File: src/include/pofc_pkg.sv
// Purpose: shared constants and types of the overcurrent fault configuration block
// Assumes: 100 MHz clk; command codes arrive already decoded from the bus target
// Notes:   reset values are plain defaults; software programs the real ones
package pofc_pkg;

  // ==========================================================================
  // command codes of the register group
  localparam logic [7:0] CMD_DELAY_UNIT = 8'hc8;
  localparam logic [7:0] CMD_ADDR_CFG   = 8'hc9;
  localparam logic [7:0] CMD_OC_RESP    = 8'hca;
  localparam logic [7:0] CMD_AVG_LIMIT  = 8'hd0;
  localparam logic [7:0] CMD_FAST_LIMIT = 8'hd1;

  // ==========================================================================
  // field positions
  localparam int CFG_PG_POL_BIT   = 39;
  localparam int CFG_CTRL_POL_BIT = 32;
  localparam int CFG_BASE_LSB     = 24;
  localparam int CFG_OFFS_LSB     = 17;
  localparam int CFG_STRAP_EN_BIT = 16;
  localparam int RSP_ACT_LSB      = 6;
  localparam int RSP_RETRY_LSB    = 3;
  localparam int RSP_TIME_LSB     = 0;
  localparam int DU_IOUT_LSB      = 2;

  // writable bits of the 40-bit address config; the rest read as zero
  localparam logic [39:0] CFG_RW_MASK = 40'h81_ffff_0000;

  // ==========================================================================
  // reset values
  localparam logic [39:0] CFG_RESET        = 40'h00_0000_0000;
  localparam logic [7:0]  RESP_RESET       = 8'h00;
  localparam logic [7:0]  DELAY_UNIT_RESET = 8'h00;
  localparam logic [15:0] AVG_LIMIT_RESET  = 16'h0000;
  localparam logic [15:0] FAST_LIMIT_RESET = 16'h0000;

  // ==========================================================================
  // response codes and retry settings
  localparam logic [1:0] ACT_IGNORE     = 2'h0;
  localparam logic [1:0] ACT_SHUT_RETRY = 2'h3;
  localparam logic [2:0] RETRY_NONE     = 3'h0;
  localparam logic [2:0] RETRY_FOREVER  = 3'h7;

  // delay unit shifts: 1, 4, 16 and 256 ms
  localparam logic [3:0] DU_SHIFT_1MS   = 4'h0;
  localparam logic [3:0] DU_SHIFT_4MS   = 4'h2;
  localparam logic [3:0] DU_SHIFT_16MS  = 4'h4;
  localparam logic [3:0] DU_SHIFT_256MS = 4'h8;

  // ==========================================================================
  // timing
  localparam int CLK_PERIOD_NS = 10;
  localparam int MS_UNIT_NS    = 1000000;
  localparam int MS_CYCLES     = MS_UNIT_NS / CLK_PERIOD_NS;

  // ==========================================================================
  // types
  typedef struct packed {
    logic        valid;
    logic        write;
    logic [7:0]  code;
    logic [39:0] data;
  } pofc_cmd_t;

  typedef enum logic [2:0] {
    ST_OFF,
    ST_RUN,
    ST_LIMIT,
    ST_RETRY_WAIT,
    ST_LATCHED
  } pofc_state_t;

endpackage

File: src/hdl/pofc_retry_timer.sv
// Purpose: millisecond timer for delay and retry times of the fault response
// Assumes: start is a one-cycle pulse; a new start restarts the count
// Notes:   count is 2^(unit shift + time field) ms, 1 ms up to 32768 ms
`timescale 1ns/1ps
module pofc_retry_timer #(
  parameter int unsigned MS_CYCLES = pofc_pkg::MS_CYCLES
) (
  input  wire logic       clk,
  input  wire logic       rst_n,
  input  wire logic       start,
  input  wire logic [1:0] unit_sel,
  input  wire logic [2:0] time_exp,
  output logic            done
);

  // ==========================================================================
  // length of the run in milliseconds
  logic [31:0] pre;
  logic [15:0] ms_left;
  logic        run;
  wire  [3:0]  unit_shift = (unit_sel == 2'h0) ? pofc_pkg::DU_SHIFT_1MS :
                            (unit_sel == 2'h1) ? pofc_pkg::DU_SHIFT_4MS :
                            (unit_sel == 2'h2) ? pofc_pkg::DU_SHIFT_16MS :
                                                 pofc_pkg::DU_SHIFT_256MS;
  wire  [3:0]  total_shift = unit_shift + {1'b0, time_exp};
  wire  [15:0] load_ms     = 16'h0001 << total_shift;
  wire         ms_tick     = run && (pre == MS_CYCLES - 1);

  // prescaler and millisecond down-counter
  always_ff @(posedge clk or negedge rst_n) begin
    if (!rst_n) begin
      run     <= 1'b0;
      pre     <= 32'h0;
      ms_left <= 16'h0;
      done    <= 1'b0;
    end else begin
      done <= 1'b0;
      if (start) begin
        run     <= 1'b1;
        pre     <= 32'h0;
        ms_left <= load_ms;
      end else if (ms_tick) begin
        pre <= 32'h0;
        if (ms_left == 16'h0001) begin
          run  <= 1'b0;
          done <= 1'b1;
        end else begin
          ms_left <= ms_left - 16'h0001;
        end
      end else if (run) begin
        pre <= pre + 32'h1;
      end
    end
  end

endmodule

File: src/hdl/pofc_top.sv
// Purpose: address/polarity config and fast overcurrent fault response of a power module
// Assumes: bus target decodes frames into one command per cycle on cmd
// Notes:   pins pass two flip-flops; sequencing logic inputs are on clk
//
// Overview of operation
// - target address is config bits 31:24 plus the chosen offset
// - with strap disabled the seven-bit programmed offset is added
// - strap enable bit: 0 programmed offset, 1 strapping resistor offset
// - power-good pin active high when its polarity bit is 1, else low
// - on/off pin read active high when its polarity bit is 1, else low
// - any response code: fast fault sets status and notifies host
// - code 00 keeps running forever with current clamped at the limit
// - code 11 limits for the delay time, then applies the retry setting
// - retry 000 disables output with no restart until fault cleared
// - retry 1 to 6 restarts that many times, then latches off
// - restart attempts are spaced by retry time times delay unit
// - retry 111 restarts until commanded off, bias lost or other fault
// - time field counts two to the n delay units, 1 to 128
// - averaged overcurrent limit stored as 16-bit linear number
// - fast overcurrent limit stored and read back as 16-bit integer
// - delay unit field picks 1, 4, 16 or 256 ms
`timescale 1ns/1ps
module pofc_top #(
  parameter int unsigned MS_CYCLES  = pofc_pkg::MS_CYCLES,
  parameter bit          NOTIFY_EN  = 1'b1
) (
  input  wire logic                cmd_valid_unused_guard,
  input  wire logic                clk,
  input  wire logic                rst_n,
  input  pofc_pkg::pofc_cmd_t      cmd,
  input  wire logic                oc_fast_detect,
  input  wire logic                ctrl_pin,
  input  wire logic                bias_ok,
  input  wire logic [3:0]          strap_address_input_one,
  input  wire logic [3:0]          strap_address_input_two,
  input  wire logic                operation_on,
  input  wire logic                other_fault,
  input  wire logic                fault_clear,
  input  wire logic                power_good_int,
  output logic                     rd_valid,
  output logic                     rd_unmapped,
  output logic [39:0]              rd_data,
  output logic [7:0]               target_address,
  output logic                     power_good_pin,
  output logic                     output_enable,
  output logic                     current_clamp,
  output logic                     fault_status,
  output logic                     host_alert,
  output logic [15:0]              avg_limit,
  output logic [15:0]              fast_limit
);

  // ==========================================================================
  // pin synchronisers; stage one is read only by stage two
  localparam int SW = 11;
  logic [SW-1:0] sync1;
  logic [SW-1:0] sync2;
  wire  [SW-1:0] pins_raw = {oc_fast_detect, ctrl_pin, bias_ok,
                             strap_address_input_one, strap_address_input_two};

  always_ff @(posedge clk or negedge rst_n) begin
    if (!rst_n) begin
      sync1 <= '0;
      sync2 <= '0;
    end else begin
      sync1 <= pins_raw;
      sync2 <= sync1;
    end
  end

  wire       oc_s    = sync2[10];
  wire       ctrl_s  = sync2[9];
  wire       bias_s  = sync2[8];
  wire [6:0] strap_s = {sync2[2:0], sync2[7:4]};

  // ==========================================================================
  // register storage
  logic [39:0] cfg;
  logic [7:0]  resp;
  logic [7:0]  dunit;

  wire wr        = cmd.valid && cmd.write;
  wire hit_du    = cmd.code == pofc_pkg::CMD_DELAY_UNIT;
  wire hit_cfg   = cmd.code == pofc_pkg::CMD_ADDR_CFG;
  wire hit_resp  = cmd.code == pofc_pkg::CMD_OC_RESP;
  wire hit_avg   = cmd.code == pofc_pkg::CMD_AVG_LIMIT;
  wire hit_fast  = cmd.code == pofc_pkg::CMD_FAST_LIMIT;
  wire hit_any   = hit_du || hit_cfg || hit_resp || hit_avg || hit_fast;

  // read mux; unmapped codes read zero
  wire [39:0] rd_mux = hit_cfg  ? cfg :
                       hit_resp ? {32'h0, resp} :
                       hit_du   ? {32'h0, dunit} :
                       hit_avg  ? {24'h0, avg_limit} :
                       hit_fast ? {24'h0, fast_limit} : 40'h0;

  // config writes store only the writable bits; the other registers store every bit of their width
  always_ff @(posedge clk or negedge rst_n) begin
    if (!rst_n) begin
      cfg        <= pofc_pkg::CFG_RESET;
      resp       <= pofc_pkg::RESP_RESET;
      dunit      <= pofc_pkg::DELAY_UNIT_RESET;
      avg_limit  <= pofc_pkg::AVG_LIMIT_RESET;
      fast_limit <= pofc_pkg::FAST_LIMIT_RESET;
    end else if (wr) begin
      if (hit_cfg)  cfg        <= cmd.data & pofc_pkg::CFG_RW_MASK;
      if (hit_resp) resp       <= cmd.data[7:0];
      if (hit_du)   dunit      <= cmd.data[7:0];
      if (hit_avg)  avg_limit  <= cmd.data[15:0];
      if (hit_fast) fast_limit <= cmd.data[15:0];
    end
  end

  // read answer one cycle after the command
  always_ff @(posedge clk or negedge rst_n) begin
    if (!rst_n) begin
      rd_valid    <= 1'b0;
      rd_unmapped <= 1'b0;
      rd_data     <= 40'h0;
    end else begin
      rd_valid    <= cmd.valid && !cmd.write;
      rd_unmapped <= cmd.valid && !hit_any;
      if (cmd.valid && !cmd.write) rd_data <= rd_mux;
    end
  end

  // ==========================================================================
  // address and pin polarity
  wire [7:0] base_w   = cfg[pofc_pkg::CFG_BASE_LSB +: 8];
  wire [6:0] prog_off = cfg[pofc_pkg::CFG_OFFS_LSB +: 7];
  wire       strap_en = cfg[pofc_pkg::CFG_STRAP_EN_BIT];
  wire [6:0] sel_off  = strap_en ? strap_s : prog_off;
  wire [7:0] addr_sum = base_w + {1'b0, sel_off};
  wire       pg_pol   = cfg[pofc_pkg::CFG_PG_POL_BIT];
  wire       ctl_pol  = cfg[pofc_pkg::CFG_CTRL_POL_BIT];
  wire       ctrl_on  = ctl_pol ? ctrl_s : !ctrl_s;
  wire       on_req   = ctrl_on && operation_on && bias_s && !other_fault;

  always_ff @(posedge clk or negedge rst_n) begin
    if (!rst_n) begin
      target_address <= 8'h0;
      power_good_pin <= 1'b0;
    end else begin
      target_address <= addr_sum;
      power_good_pin <= pg_pol ? power_good_int : !power_good_int;
    end
  end

  // ==========================================================================
  // fault response sequencer
  pofc_pkg::pofc_state_t state;
  pofc_pkg::pofc_state_t next_state;
  logic [2:0] attempts;
  logic [2:0] next_attempts;
  logic       tmr_start;
  logic       tmr_done;
  logic       oc_d;

  wire [1:0] act      = resp[pofc_pkg::RSP_ACT_LSB +: 2];
  wire [2:0] retries  = resp[pofc_pkg::RSP_RETRY_LSB +: 3];
  wire [2:0] time_fld = resp[pofc_pkg::RSP_TIME_LSB +: 3];
  wire [1:0] iout_du  = dunit[pofc_pkg::DU_IOUT_LSB +: 2];
  wire       running  = (state == pofc_pkg::ST_RUN) || (state == pofc_pkg::ST_LIMIT);
  wire       oc_evt   = running && oc_s && !oc_d;
  wire       give_up  = (retries == pofc_pkg::RETRY_NONE) ||
                        ((retries != pofc_pkg::RETRY_FOREVER) && (attempts >= retries));

  // codes 01/10 skip the limiting delay and go straight to retry handling
  always_comb begin
    next_state    = state;
    next_attempts = attempts;
    tmr_start     = 1'b0;
    unique case (state)
      pofc_pkg::ST_OFF: begin
        if (on_req) next_state = pofc_pkg::ST_RUN;
      end
      pofc_pkg::ST_RUN: begin
        if (oc_s && act == pofc_pkg::ACT_SHUT_RETRY) begin
          next_state = pofc_pkg::ST_LIMIT;
          tmr_start  = 1'b1;
        end else if (oc_s && act != pofc_pkg::ACT_IGNORE) begin
          next_state = give_up ? pofc_pkg::ST_LATCHED : pofc_pkg::ST_RETRY_WAIT;
          tmr_start  = !give_up;
        end
      end
      pofc_pkg::ST_LIMIT: begin
        if (!oc_s) begin
          next_state = pofc_pkg::ST_RUN;
        end else if (tmr_done) begin
          next_state = give_up ? pofc_pkg::ST_LATCHED : pofc_pkg::ST_RETRY_WAIT;
          tmr_start  = !give_up;
        end
      end
      pofc_pkg::ST_RETRY_WAIT: begin
        if (tmr_done) begin
          next_state    = pofc_pkg::ST_RUN;
          next_attempts = (retries == pofc_pkg::RETRY_FOREVER) ? attempts
                                                                : attempts + 3'h1;
        end
      end
      pofc_pkg::ST_LATCHED: begin
        if (fault_clear) next_state = pofc_pkg::ST_OFF;
      end
    endcase
    if (!on_req) next_state = pofc_pkg::ST_OFF;
    if (fault_clear || state == pofc_pkg::ST_OFF) next_attempts = 3'h0;
  end

  // time field and delay unit set both delay and retry spacing
  pofc_retry_timer #(
    .MS_CYCLES (MS_CYCLES)
  ) u_timer (
    .clk       (clk),
    .rst_n     (rst_n),
    .start     (tmr_start),
    .unit_sel  (iout_du),
    .time_exp  (time_fld),
    .done      (tmr_done)
  );

  wire next_on    = (next_state == pofc_pkg::ST_RUN) || (next_state == pofc_pkg::ST_LIMIT);
  wire next_clamp = (next_state == pofc_pkg::ST_LIMIT) ||
                    (next_state == pofc_pkg::ST_RUN && oc_s && act == pofc_pkg::ACT_IGNORE);

  // state, outputs and sticky status; a new event wins over a clear
  always_ff @(posedge clk or negedge rst_n) begin
    if (!rst_n) begin
      state         <= pofc_pkg::ST_OFF;
      attempts      <= 3'h0;
      oc_d          <= 1'b0;
      output_enable <= 1'b0;
      current_clamp <= 1'b0;
      fault_status  <= 1'b0;
      host_alert    <= 1'b0;
    end else begin
      state         <= next_state;
      attempts      <= next_attempts;
      oc_d          <= oc_s;
      output_enable <= next_on;
      current_clamp <= next_clamp;
      if (oc_evt) fault_status <= 1'b1;
      else if (fault_clear) fault_status <= 1'b0;
      if (oc_evt && NOTIFY_EN) host_alert <= 1'b1;
      else if (fault_clear) host_alert <= 1'b0;
    end
  end
endmodule

File: config.mk
export PLATFORM = sky130hd
export DESIGN_NAME = pofc_top
export DESIGN_NICKNAME = d
export VERILOG_FILES = /design/src/include/pofc_pkg.sv /design/src/hdl/pofc_retry_timer.sv /design/src/hdl/pofc_top.sv
export SDC_FILE = /design/constraint.sdc
export NUM_CORES = 1
export LEC_CHECK = 0
export BUFFER_PORTS_ARGS = -buffer_cell sky130_fd_sc_hd__buf_4
export CAP_MARGIN = 30
export CORE_ASPECT_RATIO = 0.9
export CORE_UTILIZATION = 24
export CTS_CLUSTER_SIZE = 24
export DETAILED_ROUTE_END_ITERATION = 6
export PLACE_DENSITY = 0.48
export SYNTH_ARGS = -nofsm -noshare
export SYNTH_HDL_FRONTEND = slang
export SYNTH_SLANG_ARGS = --single-unit
File: constraint.sdc
create_clock -name clk -period 6.2 [get_ports clk]
set_input_delay 0.31 -clock clk [delete_from_list [all_inputs] [get_ports clk]]
set_output_delay 0.31 -clock clk [all_outputs]
set_load 0.02 [all_outputs]
==> out/metrics.csv, run 1 <==
metric,value,unit
status,"complete, no violations",
worstMarginPinSlew,1.00,ns
fin_crit,3.28,ns
synthFlopType,dfrtp_1,
synthSimpleGateAreaFrac,13.8,%
hold_path.class,input port to flip-flop,
power.leakage,5.32,nW
grt_first_pass_wirelength,37500,µm
slew_headroom,33.0,%
routedWlPerCell,17.4,µm
synth_mux_area_share,10.1,%
postSynthAreaPerCell,11.7,µm²
crit_chain,ha_1 -> nand2b_1 -> a211oi_1 -> o211ai_1 -> nand2_1 -> o21ai_0 -> mux2i_1,
synth-xor-area-share,4.62,%
gr-total-overflow,0,
drive_gt1_share,29.4,%
area_delta_synth_final,26.3,%
io_pins,155,
critPathCaptureType,flip-flop,
ir_worst_vdd,0.180,mV
via_count,6335,
clockBufferDepth,2,
htree_levels,4,
required,6.56,ns
final.setup.worst_slack,2.92,ns
cts_made_buffers,17,
grt_max_degree,110,
stdcell_area,11000,µm²
placementRows,65,
synth.distinct_cells,61,
clkTransAtPathRegs,0.08,ns
cts-resized-gates,0,
tns,0,ns
initial_utilization,24.6,%
crit_slowest_cell,nand2_1,
antenna_found_initial,1,
ys_seq_area_share,54.8,%
total_power,2.58,mW
critPathArrivalTime,3.64,ns
core-area,35500,µm²
crit_family,compound AO/OA/AOI/OAI gates,
skew,0.0123,ns
wirelength,23900,µm
netlist_area,8730,µm²
rsz0062_at_grt,false,
cts_root_buf,clkbuf_16,
die_x,203,µm
drt-initial-drc-count,299,
dieArea,37100,µm²
drc_errors,0,
clock-sinks,191,
gp_congestion,0.770,
cts_tree,yes,
slew_violations,0,
cp.buffers_inverters,0,
grt_pass1_vias,6275,
postSynthCellCount,744,
min_period_over_period,52.9,%
drt_first_pass_iters,5,
maxCapViolations,0,
async_flop_share,100,%
ant_nets,0,
portBuffers,140,
synth-seq-cells,191,
n_fill_cell,3672,
critPathLaunchType,flip-flop,
crit_type,flip-flop to flip-flop,
grt_usage,13.2,%
clock.fmax,305,MHz
power_density,234,nW/µm²
synth-edff-count,0,
post-place-ws,2.89,ns
cp_max_fo,19,
ff2ff_setup_slack,2.92,ns
clkLatencyLatePin,0.44,ns
synth-compound-area-share,11.3,%
nNetsFinal,973,
setup_viol,0,
place_hpwl,16600,µm
die_h,183,µm
dpl_cell_area,10300,µm²
yosysWarnings,0,
yosys.area_share.adder,2.61,%
hold_violations,0,
vias_per_cell,4.62,
synth_top_family_by_area,simple AND/OR/NAND/NOR gates,
cp_slowest_stage_delay,0.74,ns
-- sequential cells by signal (all words and copies together), names as in the netlist, 3 cells and up --
register,cells
attempts,3
rd_data,34
resp,8
target_address,8
state,3
cfg,18
u_timer.ms_left,16
sync2,10
dunit,8
u_timer.pre,32
avg_limit,16
sync1,10
fast_limit,16
-- routing by layer --
metal | up-vias | share of wire (%) | wire length, µm | GRT usage, %
met5 | - | 0 | 0 | 0
met4 | 0 | 0.99 | 237 | 3.94
met3 | 14 | 4.1 | 980 | 2.72
met2 | 150 | 45 | 10800 | 19.6
met1 | 3171 | 50 | 11800 | 19.2
li1 | 3000 | - | - | -
-- where the power goes --
group          total [mW]  internal (mW)  switching (mW)  leakage (nW)
registers            1.31           1.28          0.0304          2.59
logic               0.190         0.0807           0.109          2.45
clock network        1.08          0.535           0.545         0.273
total                2.58           1.89           0.684          5.32
-- through the flow --
| step | util (%) | instances | hold slack [ns] |
|---|---|---|---|
| 2_1_floorplan | - | 749 | 0.0144 |
| 3_3_place_gp | 29.0 | 1323 | 0.334 |
| 3_5_place_dp | 29.2 | 1327 | 0.335 |
| 4_1_cts | 31.1 | 1370 | 0.0102 |
| 5_1_grt | 31.1 | 1371 | 0.0206 |
| 6_report | 31.1 | 1371 | 0.0376 |
-- final cells by class --
cell class / instances / area, µm² / area share [%]
sequential: 191 / 4780 / 43.3
multi-input combinational: 501 / 3730 / 33.8
timing repair buffer: 160 / 1290 / 11.7
tap: 469 / 587 / 5.32
clock buffer: 17 / 425 / 3.86
clock inverter: 15 / 146 / 1.33
inverter: 17 / 63.8 / 0.579
antenna: 1 / 2.50 / 0.0227
-- worst register-to-register path, delay by kind of cell (launching register included) --
kind	cells	cell delay, ns
AND/OR/NAND/NOR	2	0.83
multiplexers	1	0.27
AO/OA/AOI/OAI	3	1.38
adder cells (fa/ha/maj)	1	0.29
flip-flops	1	0.43
-- path summary, 6_finish.rpt --
check | endpoint | start | cells after the start
min | power_good_pin | power_good_int | 2
min in group asynchronous | sync1[10] | rst_n | 2
min reg2reg | sync2[4] | sync1[4] | 0
max reg2reg | current_clamp | resp[3] | 7
max | current_clamp | resp[3] | 7
max in group asynchronous | rd_data[16] | rst_n | 3
-- what timing repair did --
action | CTS | global route
setup buffers | 0 | 0
hold endpoints to repair | 92 | 0
endpoints found under the setup margin | 0 | 0
hold buffers | 11 | 0
-- cell usage after synthesis (10+ instances only) --
cell type / number / area, µm²
mux2_2: 71 / 800
xor2_1: 25 / 219
a21oi_1: 25 / 125
xnor2_1: 21 / 184
clkbuf_1: 29 / 109
inv_1: 17 / 63.8
a22o_1: 34 / 298
o21ai_0: 22 / 110
nor2_1: 56 / 210
ha_1: 15 / 188
a21o_1: 10 / 75.1
nand2_1: 35 / 131
nand3_1: 22 / 110
a31oi_1: 13 / 81.3
nand4_1: 23 / 144
dfrtp_1: 191 / 4780
-- placed cells by master, fill, tap and decap left out, types with 17 or more instances in the layout --
master,instances
a21oi_1,25
a22o_1,34
buf_4,143
clkbuf_16,17
dfrtp_1,191
inv_1,17
mux2_2,71
nand2_1,35
nand3_1,22
nand4_1,23
nor2_1,55
o21ai_0,22
xnor2_1,21
xor2_1,25
-- logic make-up after synthesis --
family,after synthesis
AO/OA/AOI/OAI,140
XOR/XNOR,46
adder cells (fa/ha/maj),17
buffers and inverters,57
flip-flops,191
multiplexers,79
other,1
AND/OR/NAND/NOR,213
Note: power is estimated with default switching activity, not from simulation.
==> inputs of run 2 (changes only) <==
--- a/config.mk
+++ b/config.mk
@@ -11,7 +11,7 @@
 export CORE_UTILIZATION = 24
 export CTS_CLUSTER_SIZE = 24
 export DETAILED_ROUTE_END_ITERATION = 6
-export PLACE_DENSITY = 0.48
+export PLACE_DENSITY = 0.49
 export SYNTH_ARGS = -nofsm -noshare
 export SYNTH_HDL_FRONTEND = slang
 export SYNTH_SLANG_ARGS = --single-unit
==> constraint.sdc (replaced) <==
create_clock -name clk -period 2.93 [get_ports clk]
set_input_delay 0.1465 -clock clk [delete_from_list [all_inputs] [get_ports clk]]
set_output_delay 0.1465 -clock clk [all_outputs]
set_load 0.02 [all_outputs]
==> out/metrics.csv, run 2 (synthesized netlist as in run 1, its figures left out) <==
metric,value,unit,change
placed_cells,1345,,"was 1,327"
grt_max_degree,99,,was 110
layout_commonest_cell,dfrtp_1,,unchanged
fin_crit,2.57,ns,was 3.28 ns
cts-resized-gates,0,,unchanged
gr-total-overflow,0,,unchanged
startpoint,u_timer.pre[24],,was resp[3]
clkTransAtPathRegs,0.08,ns,about the same
ff2ff_setup_slack,0.36,ns,was 2.92 ns
routedWlPerCell,17.4,µm,about the same
r2r_end,u_timer.ms_left[3],,was current_clamp
clkLatencyLatePin,0.44,ns,about the same
power_density,496,nW/µm²,was 234 nW/µm²
tns,0,ns,unchanged
largest_reg_flops,34,,unchanged
grt_first_pass_wirelength,39700,µm,"was 37,500 µm"
clock-sinks,191,,unchanged
timing.critical_path.to,u_timer.ms_left[3],,was current_clamp
drc_errors,0,,unchanged
portBuffers,140,,unchanged
n_fill_cell,3634,,"was 3,672"
post-place-ws,0.355,ns,was 2.89 ns
clockBufferDepth,2,,unchanged
antenna_found_initial,1,,unchanged
power.leakage,5.59,nW,was 5.32 nW
hold_path.class,input port to flip-flop,,unchanged
status,"complete, no violations",,unchanged
core-area,35500,µm²,unchanged
wirelength,24900,µm,"was 23,900 µm"
reg2reg_depth,6,,was 7
drt-initial-drc-count,405,,was 299
gp_congestion,0.787,,was 0.770
placementRows,65,,unchanged
vias_per_cell,4.67,,was 4.62
hold_violations,0,,unchanged
via_count,6654,,"was 6,335"
io_pins,155,,unchanged
clock.fmax,388,MHz,was 305 MHz
crit_type,flip-flop to flip-flop,,unchanged
die_h,183,µm,unchanged
place_hpwl,17400,µm,"was 16,600 µm"
cts_root_buf,clkbuf_16,,unchanged
rsz0062_at_grt,false,,unchanged
slew_violations,0,,unchanged
dieArea,37100,µm²,unchanged
nNetsFinal,1027,,was 973
critPathLaunchType,flip-flop,,unchanged
critPathArrivalTime,2.94,ns,was 3.64 ns
grt_pass1_vias,6600,,"was 6,275"
ant_nets,0,,unchanged
initial_utilization,24.6,%,unchanged
setup_viol,0,,unchanged
maxCapViolations,0,,unchanged
htree_levels,4,,unchanged
skew,0.0135,ns,was 0.0123 ns
required,3.30,ns,was 6.56 ns
top_regs,"rd_data x34, u_timer.pre x32, cfg x18",,unchanged
layout_common_cells,"dfrtp_1 (191), buf_4 (163), mux2_2 (71), nor2_1 (55), dlygate4sd3_1 (47)",,"was dfrtp_1 (191), buf_4 (143), mux2_2 (71), nor2_1 (55), nand2_1 (35)"
drive_gt1_share,29.5,%,was 29.4%
cts_made_buffers,17,,unchanged
final.setup.worst_slack,0.355,ns,was 2.92 ns
cts_tree,yes,,unchanged
worstMarginPinSlew,0.852,ns,was 1.00 ns
cp_max_fo,7,,was 19
layoutNonFillerInstCount,1425,,"was 1,371"
critPathCaptureType,flip-flop,,unchanged
area_delta_synth_final,32.4,%,was 26.3%
slew_headroom,43.2,%,was 33.0%
drt_first_pass_iters,5,,unchanged
die_x,203,µm,unchanged
r2r-start,u_timer.pre[24],,was resp[3]
min_period_over_period,87.9,%,was 52.9%
grt_usage,13.9,%,was 13.2%
ir_worst_vdd,0.406,mV,was 0.180 mV
regMostFlops,rd_data,,unchanged
run 2: cell count changes in the layout (fill, tap and decap cells not counted), sizes merged:
cell	change
dlygate4sd3	+36
clkbuf	+1
inv	-2
clkinvlp	-2
buf	+18
bufinv	+3
run 2: power breakdown:
group          total [mW]  switching [mW]  internal (mW)
combinational       0.458           0.247          0.212
sequential           2.77          0.0592           2.71
clock                2.51            1.13           1.38
total                5.74            1.44           4.30
run 2: stage by stage:
| stage | hold WS, ns | util, % | total power [mW] | cell area [µm²] |
|---|---|---|---|---|
| 3_5_place_dp | 0.257 | 29.5 | 3.23 | 10500 |
| 5_1_grt | 0.0402 | 32.6 | 5.97 | 11600 |
| 6_report | 0.0218 | 32.6 | 5.74 | 11600 |
| 2_1_floorplan | -0.149 | - | 3.00 | 8750 |
| 3_3_place_gp | 0.256 | 29.5 | 3.23 | 10500 |
| 4_1_cts | 0.00384 | 32.6 | 5.84 | 11600 |
run 2: final cells by class:
cell class	instances	area [µm²]	share of cell area, %
inverter	17	63.8	0.552
tap	469	587	5.08
multi-input combinational	501	3730	32.3
clock buffer	18	429	3.71
timing repair buffer	214	1770	15.3
antenna	1	2.50	0.0216
clock inverter	14	198	1.71
sequential	191	4780	41.3
run 2: metal layers:
metal / up-vias / share of wire [%] / GRT usage, % / wire length (µm)
li1: 3109 / - / - / -
met4: 0 / 1.3 / 3.94 / 315
met1: 3392 / 49 / 20.2 / 12200
met5: - / 0 / 0 / 0
met2: 138 / 46 / 21.1 / 11500
met3: 15 / 3.3 / 2.51 / 830
run 2: how the worst min path moves through the flow:
stage	from	to	slack, ns	cells past startpoint
2_1_floorplan	rst_n	attempts[0]	-0.15	0
3_3_place_gp	ctrl_pin	sync1[9]	0.26	1
3_5_place_dp	ctrl_pin	sync1[9]	0.26	1
4_1_cts	cmd[41]	rd_unmapped	0.004	3
5_1_grt	cmd[41]	rd_unmapped	0.04	3
6_report	cmd[41]	rd_unmapped	0.02	3
run 2: worst max-delay path, cell delays in order (launching register included):
cell,delay [ns]
dfrtp_1,0.45
or4_1,0.59
nor4_4,0.34
and3_1,0.44
nand3_4,0.17
or3_1,0.33
a31oi_1,0.17
run 2: repair_timing:
item	CTS	global route
setup buffers	0	0
endpoints found under the setup margin	0	0
hold endpoints to repair	174	0
hold buffers	47	0
==> inputs of run 3 (changes only) <==
--- a/config.mk
+++ b/config.mk
@@ -11,7 +11,7 @@
 export CORE_UTILIZATION = 24
 export CTS_CLUSTER_SIZE = 24
 export DETAILED_ROUTE_END_ITERATION = 6
-export PLACE_DENSITY = 0.49
+export PLACE_DENSITY = 0.42
 export SYNTH_ARGS = -nofsm -noshare
 export SYNTH_HDL_FRONTEND = slang
 export SYNTH_SLANG_ARGS = --single-unit
==> out/metrics.csv, run 3 (synthesized netlist as in run 1, its figures left out) <==
metric,value,unit,change
status,"complete, no violations",,unchanged
fin_crit,2.63,ns,was 2.57 ns
drt-initial-drc-count,255,,was 405
grt_first_pass_wirelength,39400,µm,"was 39,700 µm"
grt_usage,14.0,%,was 13.9%
startpoint,u_timer.pre[25],,was u_timer.pre[24]
r2r_end,u_timer.ms_left[3],,unchanged
total_power,5.55,mW,was 5.74 mW
holdWs,0.0546,ns,was 0.0218 ns
wirelength,25000,µm,"was 24,900 µm"
critPathLaunchType,flip-flop,,unchanged
wl_met2,11200,µm,"was 11,500 µm"
hold_path.class,input port to flip-flop,,unchanged
reg2reg_depth,6,,unchanged
r2r-start,u_timer.pre[25],,was u_timer.pre[24]
grt_max_degree,63,,was 99
cp_max_fo,7,,unchanged
placementRows,65,,unchanged
maxCapViolations,0,,unchanged
slew_violations,0,,unchanged
skew,0.0150,ns,was 0.0135 ns
die_x,203,µm,unchanged
dieArea,37100,µm²,unchanged
worstMarginPinSlew,0.672,ns,was 0.852 ns
min_period_over_period,89.9,%,was 87.9%
htree_levels,4,,unchanged
cts_root_buf,clkbuf_16,,unchanged
placed_cells,1347,,"was 1,345"
power_density,482,nW/µm²,was 496 nW/µm²
critPathCaptureType,flip-flop,,unchanged
tns,0,ns,unchanged
power.leakage,5.57,nW,was 5.59 nW
slew_headroom,55.0,%,was 43.2%
largest_reg_flops,34,,unchanged
die_h,183,µm,unchanged
portBuffers,140,,unchanged
rsz0062_at_grt,false,,unchanged
layout_commonest_cell,dfrtp_1,,unchanged
gr-total-overflow,0,,unchanged
io_pins,155,,unchanged
fin_util,32.5,%,was 32.6%
routedWlPerCell,17.5,µm,was 17.4 µm
setup_viol,0,,unchanged
area_delta_synth_final,32.0,%,was 32.4%
cts_tree,yes,,unchanged
hp-start,fault_clear,,was cmd[41]
clkLatencyLatePin,0.44,ns,about the same
top_layer_used,met4,,unchanged
crit_type,flip-flop to flip-flop,,unchanged
drt_first_pass_iters,4,,was 5
clockBufferDepth,2,,unchanged
initial_utilization,24.6,%,unchanged
postCtsSetupBuffers,0,,unchanged
vias_per_cell,4.57,,was 4.67
ant_nets,0,,unchanged
clock.fmax,380,MHz,was 388 MHz
hold_violations,0,,unchanged
hold_depth,3,,unchanged
grt_pass1_vias,6556,,"was 6,600"
top_regs,"rd_data x34, u_timer.pre x32, cfg x18",,unchanged
drive_gt1_share,29.6,%,was 29.5%
drc_errors,0,,unchanged
ff2ff_setup_slack,0.30,ns,was 0.36 ns
core-area,35500,µm²,unchanged
n_fill_cell,3689,,"was 3,634"
nNetsFinal,1030,,"was 1,027"
via_count,6521,,"was 6,654"
routed-wl-met3,900,µm,was 830 µm
regMostFlops,rd_data,,unchanged
diodes,0,,was 1
met1_length,12500,µm,"was 12,200 µm"
gp_congestion,0.787,,about the same
critPathArrivalTime,2.99,ns,was 2.94 ns
antenna_found_initial,0,,was 1
cts_made_buffers,17,,unchanged
layoutNonFillerInstCount,1427,,"was 1,425"
required,3.29,ns,was 3.30 ns
ir_worst_vdd,0.369,mV,was 0.406 mV
place_hpwl,17500,µm,"was 17,400 µm"
clkTransAtPathRegs,0.08,ns,about the same
layout_common_cells,"dfrtp_1 (191), buf_4 (167), mux2_2 (71), nor2_1 (55), dlygate4sd3_1 (48)",,"was dfrtp_1 (191), buf_4 (163), mux2_2 (71), nor2_1 (55), dlygate4sd3_1 (47)"
hold_path_end,host_alert,,was rd_unmapped
clock-sinks,191,,unchanged
[run 3: final cells by class]
type	count	area, µm²	area share [%]
repair buffers	217	1770	15.3
well taps	469	587	5.09
clock inverters	14	166	1.44
multi-input cells	501	3730	32.4
clock buffers	18	429	3.72
flip-flops and latches	191	4780	41.5
inverters	17	63.8	0.554
[run 3: stage by stage]
stage | cell area, µm² | setup slack (ns)
floorplan | 8750 | 0.693
global placement | 10500 | 0.348
detailed placement | 10500 | 0.317
CTS | 11500 | 0.304
global route | 11500 | 0.170
finish | 11500 | 0.296
[run 3: repair_timing]
item | in CTS | in global routing
hold buffers | 48 | 0
gates resized for setup | 0 | 0
hold endpoints to repair | 136 | 0
[run 3: worst max path at each step]
stage                    endpoint  slack [ns]
2_1_floorplan  u_timer.ms_left[4]        0.69
3_3_place_gp   u_timer.ms_left[3]        0.35
3_5_place_dp   u_timer.ms_left[3]        0.32
4_1_cts        u_timer.ms_left[3]        0.30
5_1_grt        u_timer.ms_left[3]        0.17
6_report       u_timer.ms_left[3]        0.30
[run 3: critical path: stages, from the launching register on]
cell and delay, ns:
dfrtp_1 0.43, or4_4 0.56, nor4_4 0.42, and3_1 0.45, nand3_4 0.18, or3_1 0.34, a31oi_1 0.17
[run 3: power breakdown]
| group | leakage, nW | total, mW | switching, mW | internal, mW |
|---|---|---|---|---|
| logic | 2.69 | 0.457 | 0.246 | 0.211 |
| registers | 2.59 | 2.76 | 0.0583 | 2.71 |
| clock network | 0.285 | 2.33 | 1.18 | 1.15 |
[run 3: metal layers]
| layer | vias to the layer above | global-route usage, % |
|---|---|---|
| met4 | 0 | 4.06 |
| met3 | 10 | 3.11 |
| li1 | 3107 | - |
| met1 | 3284 | 19.9 |
| met2 | 120 | 21.3 |
| met5 | - | 0 |
